## config.mk

```make
export PLATFORM = sky130hd
export DESIGN_NAME = multiphase_power_state_pwm
export DESIGN_NICKNAME = d
export VERILOG_FILES = /design/src/multiphase_power_state_pwm.v /design/src/phase_slice.v
export VERILOG_INCLUDE_DIRS = /design/src /design/src/include
export SDC_FILE = /design/constraint.sdc
export NUM_CORES = 1
export LEC_CHECK = 0
export BUFFER_PORTS_ARGS = -buffer_cell sky130_fd_sc_hd__buf_4
export CORE_MARGIN = 2
export CORE_UTILIZATION = 40
export CTS_BUF_LIST = sky130_fd_sc_hd__clkbuf_8
export DETAILED_ROUTE_END_ITERATION = 16
export HOLD_SLACK_MARGIN = 0.12
export SYNTH_ARGS = -nofsm -noshare
export SYNTH_HDL_FRONTEND = slang
export SYNTH_SLANG_ARGS = --single-unit
export TNS_END_PERCENT = 20
```

## constraint.sdc

```tcl
create_clock -name clk_i -period 3.55 [get_ports clk_i]
set_input_delay 1.065 -clock clk_i [delete_from_list [all_inputs] [get_ports clk_i]]
set_output_delay 1.065 -clock clk_i [all_outputs]
set_load 0.05 [all_outputs]
```

## src/include/phase_pwm_defs.vh

```
// Purpose: constants for the four-phase sequencing and power-state block
// Assumes: 200 MHz clock
// Notes: tri-state drive is encoded as two bits per phase
`ifndef PHASE_PWM_DEFS_VH
`define PHASE_PWM_DEFS_VH
// ==========================================
// drive codes (per phase, 2 bits)
`define DRV_LOW 2'h0
`define DRV_HIGH 2'h1
`define DRV_MID 2'h2
// ==========================================
// power states
`define FULL_POWER_STATE 2'h0
`define LOW_CURRENT_STATE 2'h1
`define SLEEP_CURRENT_STATE 2'h2
`define ULTRA_LOW_CURRENT_STATE 2'h3
// ==========================================
// timing
`define CLK_MHZ 200
`define PHASE_DETECT_US 50
`define PHASE_DETECT_CYC (`PHASE_DETECT_US * `CLK_MHZ)
`define OSC_DIV_RESET 8'h3f
`define PHASE_MAX 4
`endif

```

## src/multiphase_power_state_pwm.v

```verilog
// Purpose: phase sequencing and power-state control, four-phase buck
// Assumes: comparator inputs are asynchronous and pass two flip-flops
// Notes: rst_b_i is the chip enable; phase count caught after release
// Operation
// - fixed-frequency mode sets a phase high on its phase clock pulse
// - a phase clears when its combined ramp reaches the error level
// - phase clock pulses of active phases are spaced apart in time
// - in fixed-frequency mode fast trigger sets all active phases high at once, no offset
// - during fast turn-on each phase still clears on its own trip
// - state 0 runs all enabled phases fixed-frequency on master clock
// - states 1 to 3 run phase 1 only, others held inactive
// - a target change in progress forces state 0 full-phase operation
// - states other than 0 use ripple-controlled single-phase mode
// - states 2 and 3 drive sync-mode output low for diode emulation
// - over-current clearing before latch-off returns to ripple mode
// - sync high in states 0,1; fixed-frequency only in state 0
// - power-state code decodes as binary; 11 is ultra-low state
// - phase count of one to four forms the full-phase set
// - phases tied high are sensed once at enable; count then fixed
// - current limit forces full-phase fixed-frequency in any state
// - ripple mode sets phase 1 at threshold, clears on ramp trip
// - per-phase rate is master clock divided by active phase count
`timescale 1ns/1ps
`include "phase_pwm_defs.vh"
module multiphase_power_state_pwm
#(
   parameter DETECT_CYC = `PHASE_DETECT_CYC
)
(
   input wire clk_i,
   input wire rst_b_i,
   input wire osc_tick_i,
   input wire [1:0] power_state_i,
   input wire target_change_fast_cmd_i,
   input wire target_change_slow_cmd_i,
   input wire fast_trigger_i,
   input wire current_limit_i,
   input wire ripple_threshold_i,
   input wire [3:0] ramp_trip_i,
   input wire [2:0] phase_tied_high_i,
   output reg [1:0] phase1_drive_o,
   output reg [1:0] phase2_drive_o,
   output reg [1:0] phase3_drive_o,
   output reg [1:0] phase4_drive_o,
   output reg sync_mode_out_o,
   output reg ripple_controlled_mode_o,
   output reg [2:0] phase_count_o,
   output reg count_fixed_o
);
   // ==========================================
   // input synchronisers
   reg [9:0] meta_r;
   reg [9:0] sync_r;
   reg [2:0] tie_meta_r;
   reg [2:0] tie_sync_r;
   always @(posedge clk_i)
   begin
      if (!rst_b_i)
      begin
         meta_r <= 10'h000;
         sync_r <= 10'h000;
         tie_meta_r <= 3'h0;
         tie_sync_r <= 3'h0;
      end
      else
      begin
         meta_r <= {osc_tick_i, fast_trigger_i, current_limit_i,
            ripple_threshold_i, ramp_trip_i, target_change_fast_cmd_i,
            target_change_slow_cmd_i};
         sync_r <= meta_r;
         tie_meta_r <= phase_tied_high_i;
         tie_sync_r <= tie_meta_r;
      end
   end
   wire osc_s = sync_r[9];
   wire fast_s = sync_r[8];
   wire limit_s = sync_r[7];
   wire thr_s = sync_r[6];
   wire [3:0] trip_s = sync_r[5:2];
   wire change_s = sync_r[1] | sync_r[0];
   // ==========================================
   // phase count detection at enable
   reg [13:0] det_cnt_r;
   reg [2:0] count_r;
   reg fixed_r;
   always @(posedge clk_i)
   begin
      if (!rst_b_i)
      begin
         det_cnt_r <= 14'h0000;
         count_r <= 3'h1;
         fixed_r <= 1'b0;
      end
      else if (!fixed_r)
      begin
         if (det_cnt_r == DETECT_CYC[13:0] - 14'h0001)
         begin
            fixed_r <= 1'b1;
            if (tie_sync_r[0])
               count_r <= 3'h1;
            else if (tie_sync_r[1])
               count_r <= 3'h2;
            else if (tie_sync_r[2])
               count_r <= 3'h3;
            else
               count_r <= 3'h4;
         end
         else
            det_cnt_r <= det_cnt_r + 14'h0001;
      end
   end
   // ==========================================
   // power-state decode
   reg full_mode;
   reg sync_nxt;
   always @*
   begin
      full_mode = (power_state_i == `FULL_POWER_STATE);
      if (change_s)
         full_mode = 1'b1;
      if (limit_s)
         full_mode = 1'b1;
      sync_nxt = (power_state_i == `FULL_POWER_STATE) ||
         (power_state_i == `LOW_CURRENT_STATE);
      if (full_mode)
         sync_nxt = 1'b1;
      if (power_state_i == `SLEEP_CURRENT_STATE ||
         power_state_i == `ULTRA_LOW_CURRENT_STATE)
         sync_nxt = sync_nxt & full_mode;
   end
   // ==========================================
   // phase sequencer: master ticks rotate through active phases
   reg [1:0] slot_r;
   reg osc_d_r;
   wire osc_pulse = osc_s & ~osc_d_r;
   reg thr_d_r;
   wire thr_pulse = thr_s & ~thr_d_r;
   reg fast_d_r;
   wire fast_pulse = fast_s & ~fast_d_r;
   always @(posedge clk_i)
   begin
      if (!rst_b_i || !fixed_r)
      begin
         slot_r <= 2'h0;
         osc_d_r <= 1'b0;
         thr_d_r <= 1'b0;
         fast_d_r <= 1'b0;
      end
      else
      begin
         osc_d_r <= osc_s;
         thr_d_r <= thr_s;
         fast_d_r <= fast_s;
         if (osc_pulse && full_mode)
         begin
            if ({1'b0, slot_r} >= count_r - 3'h1)
               slot_r <= 2'h0;
            else
               slot_r <= slot_r + 2'h1;
         end
      end
   end
   reg [3:0] active;
   reg [3:0] set_v;
   integer k;
   always @*
   begin
      active = 4'h0;
      set_v = 4'h0;
      for (k = 0; k < `PHASE_MAX; k = k + 1)
      begin
         if (fixed_r && (k == 0 || (full_mode && k < count_r)))
            active[k] = 1'b1;
         if (full_mode && osc_pulse && slot_r == k)
            set_v[k] = 1'b1;
         if (full_mode && fast_pulse)
            set_v[k] = 1'b1;
      end
      if (!full_mode && thr_pulse)
         set_v[0] = 1'b1;
      set_v = set_v & active;
   end
   // ==========================================
   // phase drive latches
   wire [1:0] drv [0:3];
   genvar g;
   generate
      for (g = 0; g < 4; g = g + 1)
      begin : ph
         phase_slice u_slice
         (
            .clk_i(clk_i),
            .rst_b_i(rst_b_i),
            .active_i(active[g]),
            .set_i(set_v[g]),
            .trip_i(trip_s[g]),
            .drive_o(drv[g])
         );
      end
   endgenerate
   // ==========================================
   // registered outputs
   always @(posedge clk_i)
   begin
      if (!rst_b_i)
      begin
         phase1_drive_o <= `DRV_MID;
         phase2_drive_o <= `DRV_MID;
         phase3_drive_o <= `DRV_MID;
         phase4_drive_o <= `DRV_MID;
         sync_mode_out_o <= 1'b1;
         ripple_controlled_mode_o <= 1'b0;
         phase_count_o <= 3'h1;
         count_fixed_o <= 1'b0;
      end
      else
      begin
         phase1_drive_o <= drv[0];
         phase2_drive_o <= drv[1];
         phase3_drive_o <= drv[2];
         phase4_drive_o <= drv[3];
         sync_mode_out_o <= sync_nxt;
         ripple_controlled_mode_o <= ~full_mode;
         phase_count_o <= count_r;
         count_fixed_o <= fixed_r;
      end
   end
endmodule // multiphase_power_state_pwm

```

## src/phase_slice.v

```verilog
// Purpose: one phase's set/clear drive latch
// Assumes: set and trip are synchronous single-clock signals
// Notes: trip wins over set in the same cycle, whether or not already high
`timescale 1ns/1ps
`include "phase_pwm_defs.vh"
module phase_slice
(
   input wire clk_i,
   input wire rst_b_i,
   input wire active_i,
   input wire set_i,
   input wire trip_i,
   output reg [1:0] drive_o
);
   reg [1:0] drive_nxt;
   always @*
   begin
      drive_nxt = drive_o;
      if (!active_i)
         drive_nxt = `DRV_MID;
      else if (trip_i)
         drive_nxt = `DRV_LOW;
      else if (set_i)
         drive_nxt = `DRV_HIGH;
      else if (drive_o == `DRV_MID)
         drive_nxt = `DRV_LOW;
   end
   always @(posedge clk_i)
   begin
      if (!rst_b_i)
         drive_o <= `DRV_MID;
      else
         drive_o <= drive_nxt;
   end
endmodule // phase_slice
```

== After elaboration in Yosys (flattened, before gate mapping) ==
Index checks and enable logic that the tools add are counted.

* Output and inout bits: 14
* Logic and storage cells: 136
* Register bits after elaboration: 71

* Magnitude comparators: 4
* Bitwise gates (word level): 17
* Reduce and logical (&&, ||, !) cells: 39
* Equal/unequal tests: 11
* Muxes and demuxes: 35
* $add $sub $neg: 3

{| class="wikitable"
|+ Operators with widths
! operator !! number
|-
| 2-bit two-way mux || 13
|-
| 1-bit two-way mux || 19
|-
| 2-bit equality test (second input constant) || 8
|-
| 14-bit by 1-bit adder with 14-bit output (second input constant) || 1
|-
| 14-bit equality test (second input constant) || 1
|-
| 1-bit logical AND || 13
|-
| 2-bit AND reduction || 6
|-
| 3-bit nonzero test || 4
|-
| 3-bit OR reduction || 4
|-
| 1-bit NOT || 11
|-
| 3-bit two-way mux || 3
|-
| 2-bit nonzero test || 4
|-
| 2-bit by 3-bit < comparator with 1-bit output (first input constant) || 2
|-
| 1-bit AND || 4
|-
| 4-bit AND || 1
|-
| 2-bit by 1-bit equality test with 1-bit output (second input constant) || 2
|-
| 2-bit logical NOT || 2
|-
| 2-bit by 3-bit >= comparator with 1-bit output || 1
|-
| 1-bit logical NOT || 3
|-
| 1-bit logical OR || 3
|-
| 1-bit by 3-bit < comparator with 1-bit output (first input constant) || 1
|-
| 3-bit by 1-bit subtractor with 3-bit output (second input constant) || 1
|-
| 2-bit by 1-bit adder with 2-bit output (second input constant) || 1
|-
| 1-bit OR || 1
|}

== Logic depth before layout (Yosys ltp) ==
Gate-level depths: netlist (run 1).

* Word-level depth: 11
* Depth in mapped cells: 6
* Depth with buffers taken out: 6

== Modules after synthesis ==
Synthesis (run 1) repeated with hierarchy kept, for this count alone.

* Cells, all modules: 258
* Area total of the unflattened synthesis: 2658.8 um^2

{| class="wikitable"
|+ By module, submodules not included
! module !! sequential area each (um^2) !! area an instance (um^2) !! times used !! cells an instance
|-
| multiphase_power_state_pwm || 1261.2 || 2388.5 || 1 || 234
|-
| phase_slice || 40.0 || 67.6 || 4 || 6
|}

== Least setup slack after synthesis (run 1) ==
No wires, ideal clock.

* Path kind: input-to-reg
* Start point: in power_state_i[1]
* End point: reg ph[2].u_slice.drive_o[1]
* Slack: 1.378 ns
* Buffers on the path: 1
* Stages on the path: 5
* Required time: 3.423 ns
* Setup time: 0.127 ns
* Arrival: 2.045 ns
* Cell sequence: or2_2 -> clkbuf_1 -> nand2_1 -> nand2_1 -> or3_1

* Cells in the longest elaborated chain, start to end: 10

{| class="wikitable"
|+ Ends and longest elaborated chain
! item !! line !! text
|-
| start, declared || multiphase_power_state_pwm.v:33 || <nowiki>input wire [1:0] power_state_i,</nowiki>
|-
| 2-bit logical NOT (no source line) (*) || n/a ||
|-
| 1-bit two-way mux (*) || multiphase_power_state_pwm.v:119 || <nowiki>if (change_s)</nowiki>
|-
| 1-bit two-way mux (*) || multiphase_power_state_pwm.v:121 || <nowiki>if (limit_s)</nowiki>
|-
| 1-bit logical AND (2 in series) || multiphase_power_state_pwm.v:174 || <nowiki>if (full_mode && osc_pulse && slot_r == k)</nowiki>
|-
| 1-bit two-way mux || multiphase_power_state_pwm.v:174 ||
|-
| 1-bit two-way mux || multiphase_power_state_pwm.v:176 || <nowiki>if (full_mode && fast_pulse)</nowiki>
|-
| 4-bit AND || multiphase_power_state_pwm.v:181 || <nowiki>set_v = set_v & active;</nowiki>
|-
| 2-bit two-way mux || phase_slice.v:23 || <nowiki>else if (set_i)</nowiki>
|-
| 2-bit two-way mux || phase_slice.v:21 || <nowiki>else if (trip_i)</nowiki>
|-
| end signal, assigned || phase_slice.v:31 || <nowiki>drive_o <= `DRV_MID;</nowiki>
|-
| end signal, assigned || phase_slice.v:33 || <nowiki>drive_o <= drive_nxt;</nowiki>
|-
| end, declared || phase_slice.v:13 || <nowiki>output reg [1:0] drive_o</nowiki>
|}

Mark *: on every way between the ends. The rest lies on a longest branch, timed or not.
A chain may end at the register's enable or synchronous reset.

==> summary.txt, run 1 <==
Critical path
  • Crit Path Class: input pin to flip-flop
  • Startpoint type of the worst setup path: input pin
  • Largest driver fanout on the critical path: 50
  • Worst R2R Setup Slack: 1.54 ns
  • Capturing element type of the critical path: flip-flop
  • Arrival @ worst endpoint: roughly 2.3 ns
  • Endpoint required time on the critical path: between 3 and 4 ns

Synthesis
  • Sequential-to-total area share from yosys stat: 54.4%
  • Post-synth EDFFs: 0
  • Post-synth top area cell: dfxtp_1
  • Share of the synthesized area in the top cell type: roughly 54%
  • Synth Register Bits: 71
  • Largest cells by area after synthesis: dfxtp_1, and2_1, ha_1
  • Warning count from the yosys run: 0
  • Synth Instances: 264
  • Commonest register cell after synthesis: dfxtp_1
  • Area of the mapped netlist: approximately 0.0026 mm2
  • Share of flip-flops with an asynchronous set or reset after synthesis: 0%
  • Net count after synthesis: between 200 and 300
  • Post-synthesis average cell area: just under 10 um2
  • Number of different library cells in the post-synthesis netlist: between 40 and 50

Pwr
  • Design Power: 1.52 mW
  • Internal power: approximately 1.2 mW
  • Portion of total power attributed to combinational logic: under 10%
  • Power density over the cells: 491 mW/mm2
  • Pleak: roughly 1.2 nW
  • Relative contribution of sequential cells to total power: between 50% and 60%
  • Switching part of the total power: about a fifth
  • NetSw: approximately 0.32 mW
  • Clock power frac: between 40% and 50%
  • Peak supply drop: approximately 0.0003 V

Drt
  • Post-detailed-route wirelength per cell: between 10 and 15 um
  • Total detailed-routing wirelength: between 4000 and 5000 um
  • Number of violations reported at the end of detailed-routing iteration 0: 74
  • DRC violations left: 0
  • Via count: roughly 1900
  • Per-cell via count in the routed design: between 4 and 5
  • First-pass detailed-route iteration total: 4
  • Number of nets with antenna violations after detailed routing: 0

Layout
  • Share of final-layout standard cells stronger than drive strength 1: 16.1%
  • Area growth syn-to-layout: 18.0%
  • Layout Nets: between 300 and 400
  • # diodes: 0
  • Final design utilization: approximately 49%
  • Design area: ~0.003 mm2
  • Layout fillers: between 500 and 600

Die
  • IO Pins: 31
  • Std cell rows: 29
  • Die Wd: between 80 and 90 um
  • Overall die height: around 85 um
  • Standard cell core area: about 0.0063 mm2
  • Starting utilization of the core area: a little over 40%
  • Area enclosed by the die boundary: 0.00720 mm2

STA
  • # setup viols final: 0
  • Worst-case clock skew: about 0.0086 ns
  • Worst slack on hold paths: approximately 0.42 ns
  • Final Max Tran Viols: 0
  • Clock period minus worst slack: 2.07 ns
  • Achievable Freq: 0.483 GHz
  • Part of the cycle the worst path needs: between 50% and 60%
  • Setup TNS: 0 ns
  • Slew margin rel.: 59.5%
  • Final hold violations: 0
  • Unrepaired setup endpoints after global routing: false
  • Worst Tran Pin Value: between 0.6 and 0.7 ns

Global route
  • Overall track demand over capacity in global routing: between 10% and 20%
  • Vias in the first global route: ~1800
  • First-pass GRT wire length: around 8200 um
  • Total congestion overflow: 0
  • Number of antenna violations at the first check in global routing: 0
  • Maximum number of pins on one net before global-route repair: 51

Placed design
  • Global placement routability congestion: about 0.76
  • # port buffers: 30
  • Detailed placement HPWL: 3220 um
  • Post-Place Cell Area: 0.00289 mm2

Clocking
  • Largest buffer count on any clock path: 2
  • Inserted Clock Buffers: 9
  • Library cell used as clock root buffer: clkbuf_8
  • Clk Latency, worst-skew pair: ~0.34 ns
  • Number of gates resized after CTS: 0
  • CTS H-tree depth: 3
  • CTS tree: built
  • Clock Sinks: 71
  • Count of hold buffers inserted by post-cts repair: 0
  • Clock transition at the register clock pins on the worst setup and hold paths after CTS: 0.07 ns
  • Post-CTS repair timing setup buffer count: 0

Flow run
  • # Max-Cap Violations: 0

Min path
  • Class of the worst hold path: flip-flop to flip-flop

Status
  • Status: finished clean
==> state kept, by name, indices dropped and copies added, names as in the netlist, 3 cells and up <==
register            cells
count_r                 3
det_cnt_r              14
meta_r                 10
ph.u_slice.drive_o      8
phase_count_o           3
sync_r                 10
tie_meta_r              3
tie_sync_r              3
==> synth_stat cells, types with 2 or more instances <==
cell type / n
mux2_2: 2
a41o_1: 2
xnor2_1: 2
nor3_1: 6
dfxtp_1: 71
inv_1: 10
mux2i_1: 3
nand2b_1: 9
nand3b_1: 3
nand4b_1: 2
o31ai_1: 7
nor4_1: 7
or4_1: 4
ha_1: 9
and3_1: 4
o21a_1: 2
nand2_1: 20
nor2b_1: 2
o21ai_0: 8
nand3_1: 5
a21oi_1: 11
a22oi_1: 2
and2_1: 32
nand4_1: 3
clkbuf_1: 8
or3_1: 5
nor2_1: 11
==> cell families (layout without fill, tap and decap cells) <==
group                      count (synthesis)  after routing  share of synthesized area [%]
AOI/OAI and AO/OA                         38             38                           9.38
xor gates and xnor gates                   3              3                           1.00
adders and majority gates                  9              9                           4.31
buffers and inverters                     20             55                           3.30
DFF                                       71             71                           54.4
muxes                                      5              5                           2.01
and+or+nand+nor                          118            118                           25.6
==> power groups by stage <==
stage	combinational, mW	sequential, mW	clock [mW]
floorplan	0.0323	0.844	0
CTS	0.0596	0.823	0.654
finish	0.0584	0.823	0.634
global route	0.0669	0.825	0.686
global placement	0.0586	0.841	0
detailed placement	0.0595	0.841	0
==> metal layers <==
| metal | routed length (um) | vias up | track usage (%) |
|---|---|---|---|
| met5 | 0 | - | 0 |
| met4 | 147 | 0 | 10.4 |
| met3 | 187 | 11 | 3.50 |
| met2 | 2020 | 41 | 22.0 |
| met1 | 2330 | 853 | 18.9 |
| li1 | - | 968 | - |
==> worst max-delay path, stage by stage <==
cell	delay, ns
buf_4	0.34
inv_1	0.31
nor2_1	0.20
o21ai_0	0.12
mux2_2	0.27
==> final cells by class <==
cell class	count	area, um2	area share, %
clock buffers	11	151	4.91
repair buffers	30	225	7.30
flip-flops and latches	71	1420	46.1
clock inverters	4	46.3	1.50
inverters	10	37.5	1.22
well taps	77	96.3	3.12
multi-input cells	173	1110	35.9
==> final timing paths <==
path	startpoint	end	cells after the start
worst min register to register	sync_r[5]	ph[3].u_slice.drive_o[0]	1
worst max register to register	det_cnt_r[0]	det_cnt_r[7]	5
worst max-delay path	rst_b_i	count_r[0]	5
worst min-delay path	sync_r[5]	ph[3].u_slice.drive_o[0]	1
==> layout by cell type (no fill, tap or decap), types with 2 or more instances in the layout <==
cell type	instances
mux2_2	2
nor3_1	6
clkbuf_8	11
nor2b_1	2
nor4_1	7
a21oi_1	11
nand3b_1	3
ha_1	9
and3_1	4
mux2i_1	3
nand3_1	5
o21ai_0	8
inv_1	11
nor2_1	11
o21a_1	2
and2_1	32
dfxtp_1	71
a22oi_1	2
nand2b_1	9
o31ai_1	7
nand4b_1	2
nand2_1	20
a41o_1	2
nand4_1	3
or3_1	5
or4_1	4
buf_4	30
xnor2_1	2
==> per-stage QoR <==
stage	cells	setup slack [ns]
2_1_floorplan	264	1.38
3_3_place_gp	361	1.15
3_5_place_dp	361	1.09
4_1_cts	376	1.47
5_1_grt	376	1.29
6_report	376	1.48
Power figures use the tool's default switching activity.
==> run 2: changes to the inputs <==
Clock period 3.55 ns to 1.8 ns, I/O delays scaled along.
==> run 2 against run 1 <==
Net effect:
- clock skew rose by 0.0011 ns
- combinational power rose by 130%
- total power rose by 120%
- first-iteration DRC count fell by 39%
- sequential power rose by 97%
- worst setup slack got worse by 1.4 ns
- routed wire length rose by 4.0%
- cell count rose by 5.6%
- largest power group unchanged
==> summary.txt, run 2 (same netlist as run 1, synthesis figures left out) <==
Critical path
  • Max stage delay cell, worst path: or4_1
  • Endpoint required time on the critical path: just over 2 ns
  • Startpoint type of the worst setup path: flip-flop
  • Kind of cell adding the most delay to the critical path: simple AND/OR/NAND/NOR gates
  • Sequence of cells on the critical path: ha_2 > and3_1 > a41o_4 > or4_1 > a21oi_1
  • Capturing element type of the critical path: flip-flop
  • Worst R2R Setup Slack: 0.11 ns
  • Arrival @ worst endpoint: 1.96 ns
  • Crit Path Class: flip-flop to flip-flop
  • FF-to-FF Start: det_cnt_r[1]
  • Count of buffer and inverter cells on the critical path: 0
  • Largest driver fanout on the critical path: 11
  • Number of cells on the worst reg-to-reg path: 5
  • End of the worst register-to-register path: det_cnt_r[9]
  • Worst path max stage delay: slightly above 0.5 ns

Global route
  • Overall track demand over capacity in global routing: between 10% and 20%
  • Total congestion overflow: 0
  • Number of antenna violations at the first check in global routing: 0
  • Maximum number of pins on one net before global-route repair: 37
  • Vias in the first global route: around 1900
  • First-pass GRT wire length: between 8000 and 9000 um

STA
  • # setup viols final: 0
  • Final hold violations: 0
  • Clock period minus worst slack: 1.69 ns
  • Final Max Tran Viols: 0
  • Slew margin rel.: ~77%
  • Achievable Freq: approximately 0.59 GHz
  • Worst-case clock skew: roughly 0.0096 ns
  • Part of the cycle the worst path needs: 94.0%
  • Worst Tran Pin Value: between 0.3 and 0.4 ns

Pwr
  • Design Power: between 3 and 4 mW
  • Power density over the cells: 1000 mW/mm2
  • Pleak: 1.36 nW
  • Peak supply drop: around 0.00068 V

Layout
  • Largest register FFs: 14
  • Layout fillers: ~580
  • Most common cell after layout, fill and taps aside: dfxtp_1
  • Area growth syn-to-layout: 27.1%
  • Most frequent cells in the layout: dfxtp_1, buf_4, and2_1
  • Register ranked first by flip-flop count: det_cnt_r
  • Layout Nets: roughly 340
  • # diodes: 0
  • Registers with the most flip-flops: det_cnt_r x14, meta_r x10, sync_r x10
  • Non-filler instance count after layout: just under 400
  • Share of final-layout standard cells stronger than drive strength 1: between 20% and 30%

Min path
  • Worst hold path stage count: 2
  • Class of the worst hold path: input pin to flip-flop
  • Hold path endpoint: sync_mode_out_o
  • Worst Hold Launch: power_state_i[1]

Drt
  • Per-cell via count in the routed design: roughly 5
  • Number of violations reported at the end of detailed-routing iteration 0: 45
  • Post-detailed-route wirelength per cell: roughly 12 um
  • Total detailed-routing wirelength: ~4900 um
  • First-pass detailed-route iteration total: 4
  • DRC violations left: 0
  • Via count: 1934
  • Number of nets with antenna violations after detailed routing: 0

Placed design
  • # port buffers: 30
  • Detailed placement HPWL: 3510 um
  • Global placement routability congestion: 0.781
  • Instance count after placement with tap cells included: 381

Clocking
  • Clk Latency, worst-skew pair: 0.34 ns
  • CTS tree: built
  • Library cell used as clock root buffer: clkbuf_8
  • Clock Sinks: 71
  • Inserted Clock Buffers: 9
  • Clock transition at the register clock pins on the worst setup and hold paths after CTS: 0.08 ns
  • Largest buffer count on any clock path: 2
  • CTS H-tree depth: 3

Status
  • Status: finished clean

Die
  • Starting utilization of the core area: 41.2%
  • Die Wd: between 80 and 90 um
  • Overall die height: around 85 um
  • IO Pins: 31
  • Std cell rows: 29
  • Area enclosed by the die boundary: just over 0.007 mm2
  • Standard cell core area: 0.00635 mm2

Flow run
  • # Max-Cap Violations: 0
## run 2: worst max path at each step
stage | start | to | slack [ns] | depth (start not counted)
2_1_floorplan | det_cnt_r[0] | det_cnt_r[9] | 0.11 | 5
3_3_place_gp | power_state_i[1] | ph[2].u_slice.drive_o[1] | 0.08 | 5
3_5_place_dp | det_cnt_r[1] | det_cnt_r[9] | 0.05 | 5
4_1_cts | det_cnt_r[1] | det_cnt_r[9] | 0.04 | 5
5_1_grt | det_cnt_r[1] | count_r[0] | -0.02 | 6
6_report | det_cnt_r[1] | det_cnt_r[9] | 0.11 | 5
## run 2: area by class of cell
| class | count | area (um2) | area share (%) |
|---|---|---|---|
| clock buffer | 11 | 151 | 4.56 |
| clock inverter | 5 | 104 | 3.13 |
| inverter | 10 | 37.5 | 1.13 |
| multi-input combinational | 173 | 1140 | 34.2 |
| sequential | 71 | 1420 | 42.8 |
| tap | 77 | 96.3 | 2.90 |
| timing repair buffer | 50 | 375 | 11.3 |
## run 2: timing repair
item | 4_1_cts | 5_1_grt
buffers inserted | 0 | 0
gates resized for setup | 0 | 7
setup endpoints to repair | 0 | 9
hold buffers | 0 | 0
## run 2: per-stage QoR
step / area (um2) / worst slack, ns / setup TNS, ns / utilization (%) / hold slack (ns)
2_1_floorplan: 2620 / 0.110 / 0 / - / 0.400
5_1_grt: 3320 / -0.0227 / -0.0299 / 52.3 / 0.356
3_5_place_dp: 3040 / 0.0520 / 0 / 47.8 / 0.419
4_1_cts: 3290 / 0.0377 / 0 / 51.9 / 0.349
6_report: 3320 / 0.108 / 0 / 52.3 / 0.362
3_3_place_gp: 3040 / 0.0812 / 0 / 47.8 / 0.418
## run 2: layer usage
layer,vias to the layer above,global-route usage [%],share of wire (%)
li1,1015,-,-
met1,876,19.3,50
met2,36,22.5,45
met3,7,3.70,3.7
met4,0,8.37,1.8
met5,-,0,0
## run 2: where the power goes
| group | switching (mW) | total [mW] | leakage, nW | internal, mW |
|---|---|---|---|---|
| Clock | 0.576 | 1.57 | 0.130 | 0.996 |
| Combinational | 0.0665 | 0.133 | 0.652 | 0.0660 |
| Sequential | 0.0160 | 1.62 | 0.579 | 1.61 |
==> run 3: changes to the inputs <==
Settings changed: SLEW_MARGIN set to 5.
Clock period 1.8 ns to 1.5 ns, I/O delays scaled along.
==> run 3 against run 2 <==
Net effect:
- the flow now finishes with violations (negative setup slack)
- critical endpoint is now det_cnt_r[8]
- sequential power is 20% higher
- register-to-register slack worse by 0.30 ns
- highest routed layer unchanged
- design area is 4.9% higher
- via count is 2.7% higher
- non-clock buffer count is 21 higher
==> summary.txt, run 3 (same netlist as run 1, synthesis figures left out) <==
Status
  • Status: finished with violations
  • Violated checks: negative setup slack

Clocking
  • Inserted Clock Buffers: 9
  • Clock Sinks: ~70
  • Library cell used as clock root buffer: clkbuf_8
  • CTS H-tree depth: 3
  • Largest buffer count on any clock path: 2
  • Clk Latency, worst-skew pair: roughly 0.35 ns
  • CTS tree: built
  • Clock transition at the register clock pins on the worst setup and hold paths after CTS: 0.08 ns

STA
  • Part of the cycle the worst path needs: 113%
  • Setup slack of the critical path after layout: -0.189 ns
  • Unrepaired setup endpoints after global routing: true
  • # setup viols final: 10
  • Clock period minus worst slack: 1.69 ns
  • Slew margin rel.: around 72%
  • Achievable Freq: between 0.5 and 0.6 GHz
  • Worst-case clock skew: 0.00993 ns
  • Final Max Tran Viols: 0
  • Worst Tran Pin Value: 0.415 ns
  • Final hold violations: 0

Die
  • Overall die height: 84.9 um
  • Die Wd: 84.9 um
  • Standard cell core area: 0.00635 mm2
  • Area enclosed by the die boundary: 0.00720 mm2
  • IO Pins: 31
  • Std cell rows: 29
  • Starting utilization of the core area: 41.2%

Placed design
  • Instance count after placement with tap cells included: 401
  • # port buffers: 30
  • Detailed placement HPWL: around 3600 um
  • Post-placement setup slack: -0.202 ns
  • Global placement routability congestion: 0.806

Layout
  • Registers with the most flip-flops: det_cnt_r x14, meta_r x10, sync_r x10
  • Non-filler instance count after layout: approximately 420
  • Register ranked first by flip-flop count: det_cnt_r
  • Layout Nets: approximately 360
  • Largest register FFs: 14
  • Area growth syn-to-layout: 33.3%
  • Share of final-layout standard cells stronger than drive strength 1: a little under a third
  • Area taken by flip-flops and latches: roughly 0.0014 mm2
  • Final design utilization: between 50% and 60%
  • Layout fillers: between 600 and 700
  • # diodes: 0
  • Total area of multi-input combinational cells: 0.00120 mm2
  • Most frequent cells in the layout: dfxtp_1, buf_4, and2_1

Global route
  • Total congestion overflow: 0
  • Vias in the first global route: 1916
  • Overall track demand over capacity in global routing: between 10% and 20%
  • Maximum number of pins on one net before global-route repair: 29
  • Number of antenna violations at the first check in global routing: 0
  • First-pass GRT wire length: 8580 um

Drt
  • Per-cell via count in the routed design: 4.75
  • First-pass detailed-route iteration total: 4
  • Number of nets with antenna violations after detailed routing: 0
  • DRC violations left: 0
  • Via count: 1986
  • Total detailed-routing wirelength: 5010 um
  • Number of violations reported at the end of detailed-routing iteration 0: between 90 and 100
  • Post-detailed-route wirelength per cell: about 12 um

Critical path
  • Crit Path Class: flip-flop to flip-flop
  • Max stage delay cell, worst path: or4_4
  • Sequence of cells on the critical path: ha_4 > and3_4 > a41o_1 > buf_6 > or4_4 > a21oi_2
  • Largest driver fanout on the critical path: 8
  • Arrival @ worst endpoint: just under 2 ns
  • Worst path max stage delay: between 0.4 and 0.5 ns
  • Kind of cell adding the most delay to the critical path: simple AND/OR/NAND/NOR gates
  • Capturing element type of the critical path: flip-flop
  • Startpoint type of the worst setup path: flip-flop
  • Count of buffer and inverter cells on the critical path: 1
  • Endpoint required time on the critical path: around 1.8 ns

Pwr
  • Power density over the cells: 1030 mW/mm2
  • Design Power: approximately 3.6 mW
  • Pleak: ~1.4 nW
  • Peak supply drop: around 0.0006 V

Min path
  • Class of the worst hold path: input pin to flip-flop

Flow run
  • # Max-Cap Violations: 0
[run 3: worst paths after layout]
path                               to  depth (start not counted)             start  slack (ns)
max reg2reg              det_cnt_r[8]                          6      det_cnt_r[1]       -0.19
min reg2reg  ph[2].u_slice.drive_o[0]                          1         sync_r[4]        0.42
min                   sync_mode_out_o                          2  power_state_i[1]        0.26
max                      det_cnt_r[8]                          6      det_cnt_r[1]       -0.19
[run 3: what timing repair did]
| action | 4_1_cts | 5_1_grt |
|---|---|---|
| buffers inserted | 0 | 1 |
| hold buffers | 0 | 0 |
| pin swaps | 3 | 4 |
| resized for setup | 6 | 11 |
| endpoints found under the setup margin | 17 | 20 |
[run 3: where the power goes]
| group | switching (mW) | internal [mW] |
|---|---|---|
| combinational | 0.0894 | 0.0946 |
| clock | 0.692 | 0.755 |
| sequential | 0.0171 | 1.93 |
[run 3: final cells by class]
class / count / area share [%]
Tap cell: 77 / 2.76
Sequential cell: 71 / 40.8
Clock inverter: 7 / 1.90
Timing Repair Buffer: 71 / 15.5
Multi-Input combinational cell: 173 / 34.4
Inverter: 10 / 1.08
Clock buffer: 9 / 3.55
[run 3: per-stage QoR]
| step | instance area (um2) | hold slack, ns | TNS, ns |
|---|---|---|---|
| after floorplan | 2660 | 0.400 | -0.223 |
| after global placement | 3220 | 0.416 | -1.77 |
| after detailed placement | 3220 | 0.415 | -2.13 |
| after CTS | 3430 | 0.245 | -1.24 |
| after global routing | 3490 | 0.259 | -1.88 |
| final | 3490 | 0.255 | -0.982 |
[run 3: metal layers]
layer  global-route usage [%]  part of all wire [%]
met1                     18.3                    48
met2                     25.0                    45
met3                     6.32                   4.6
met4                     5.92                   2.3
met5                        0                     0
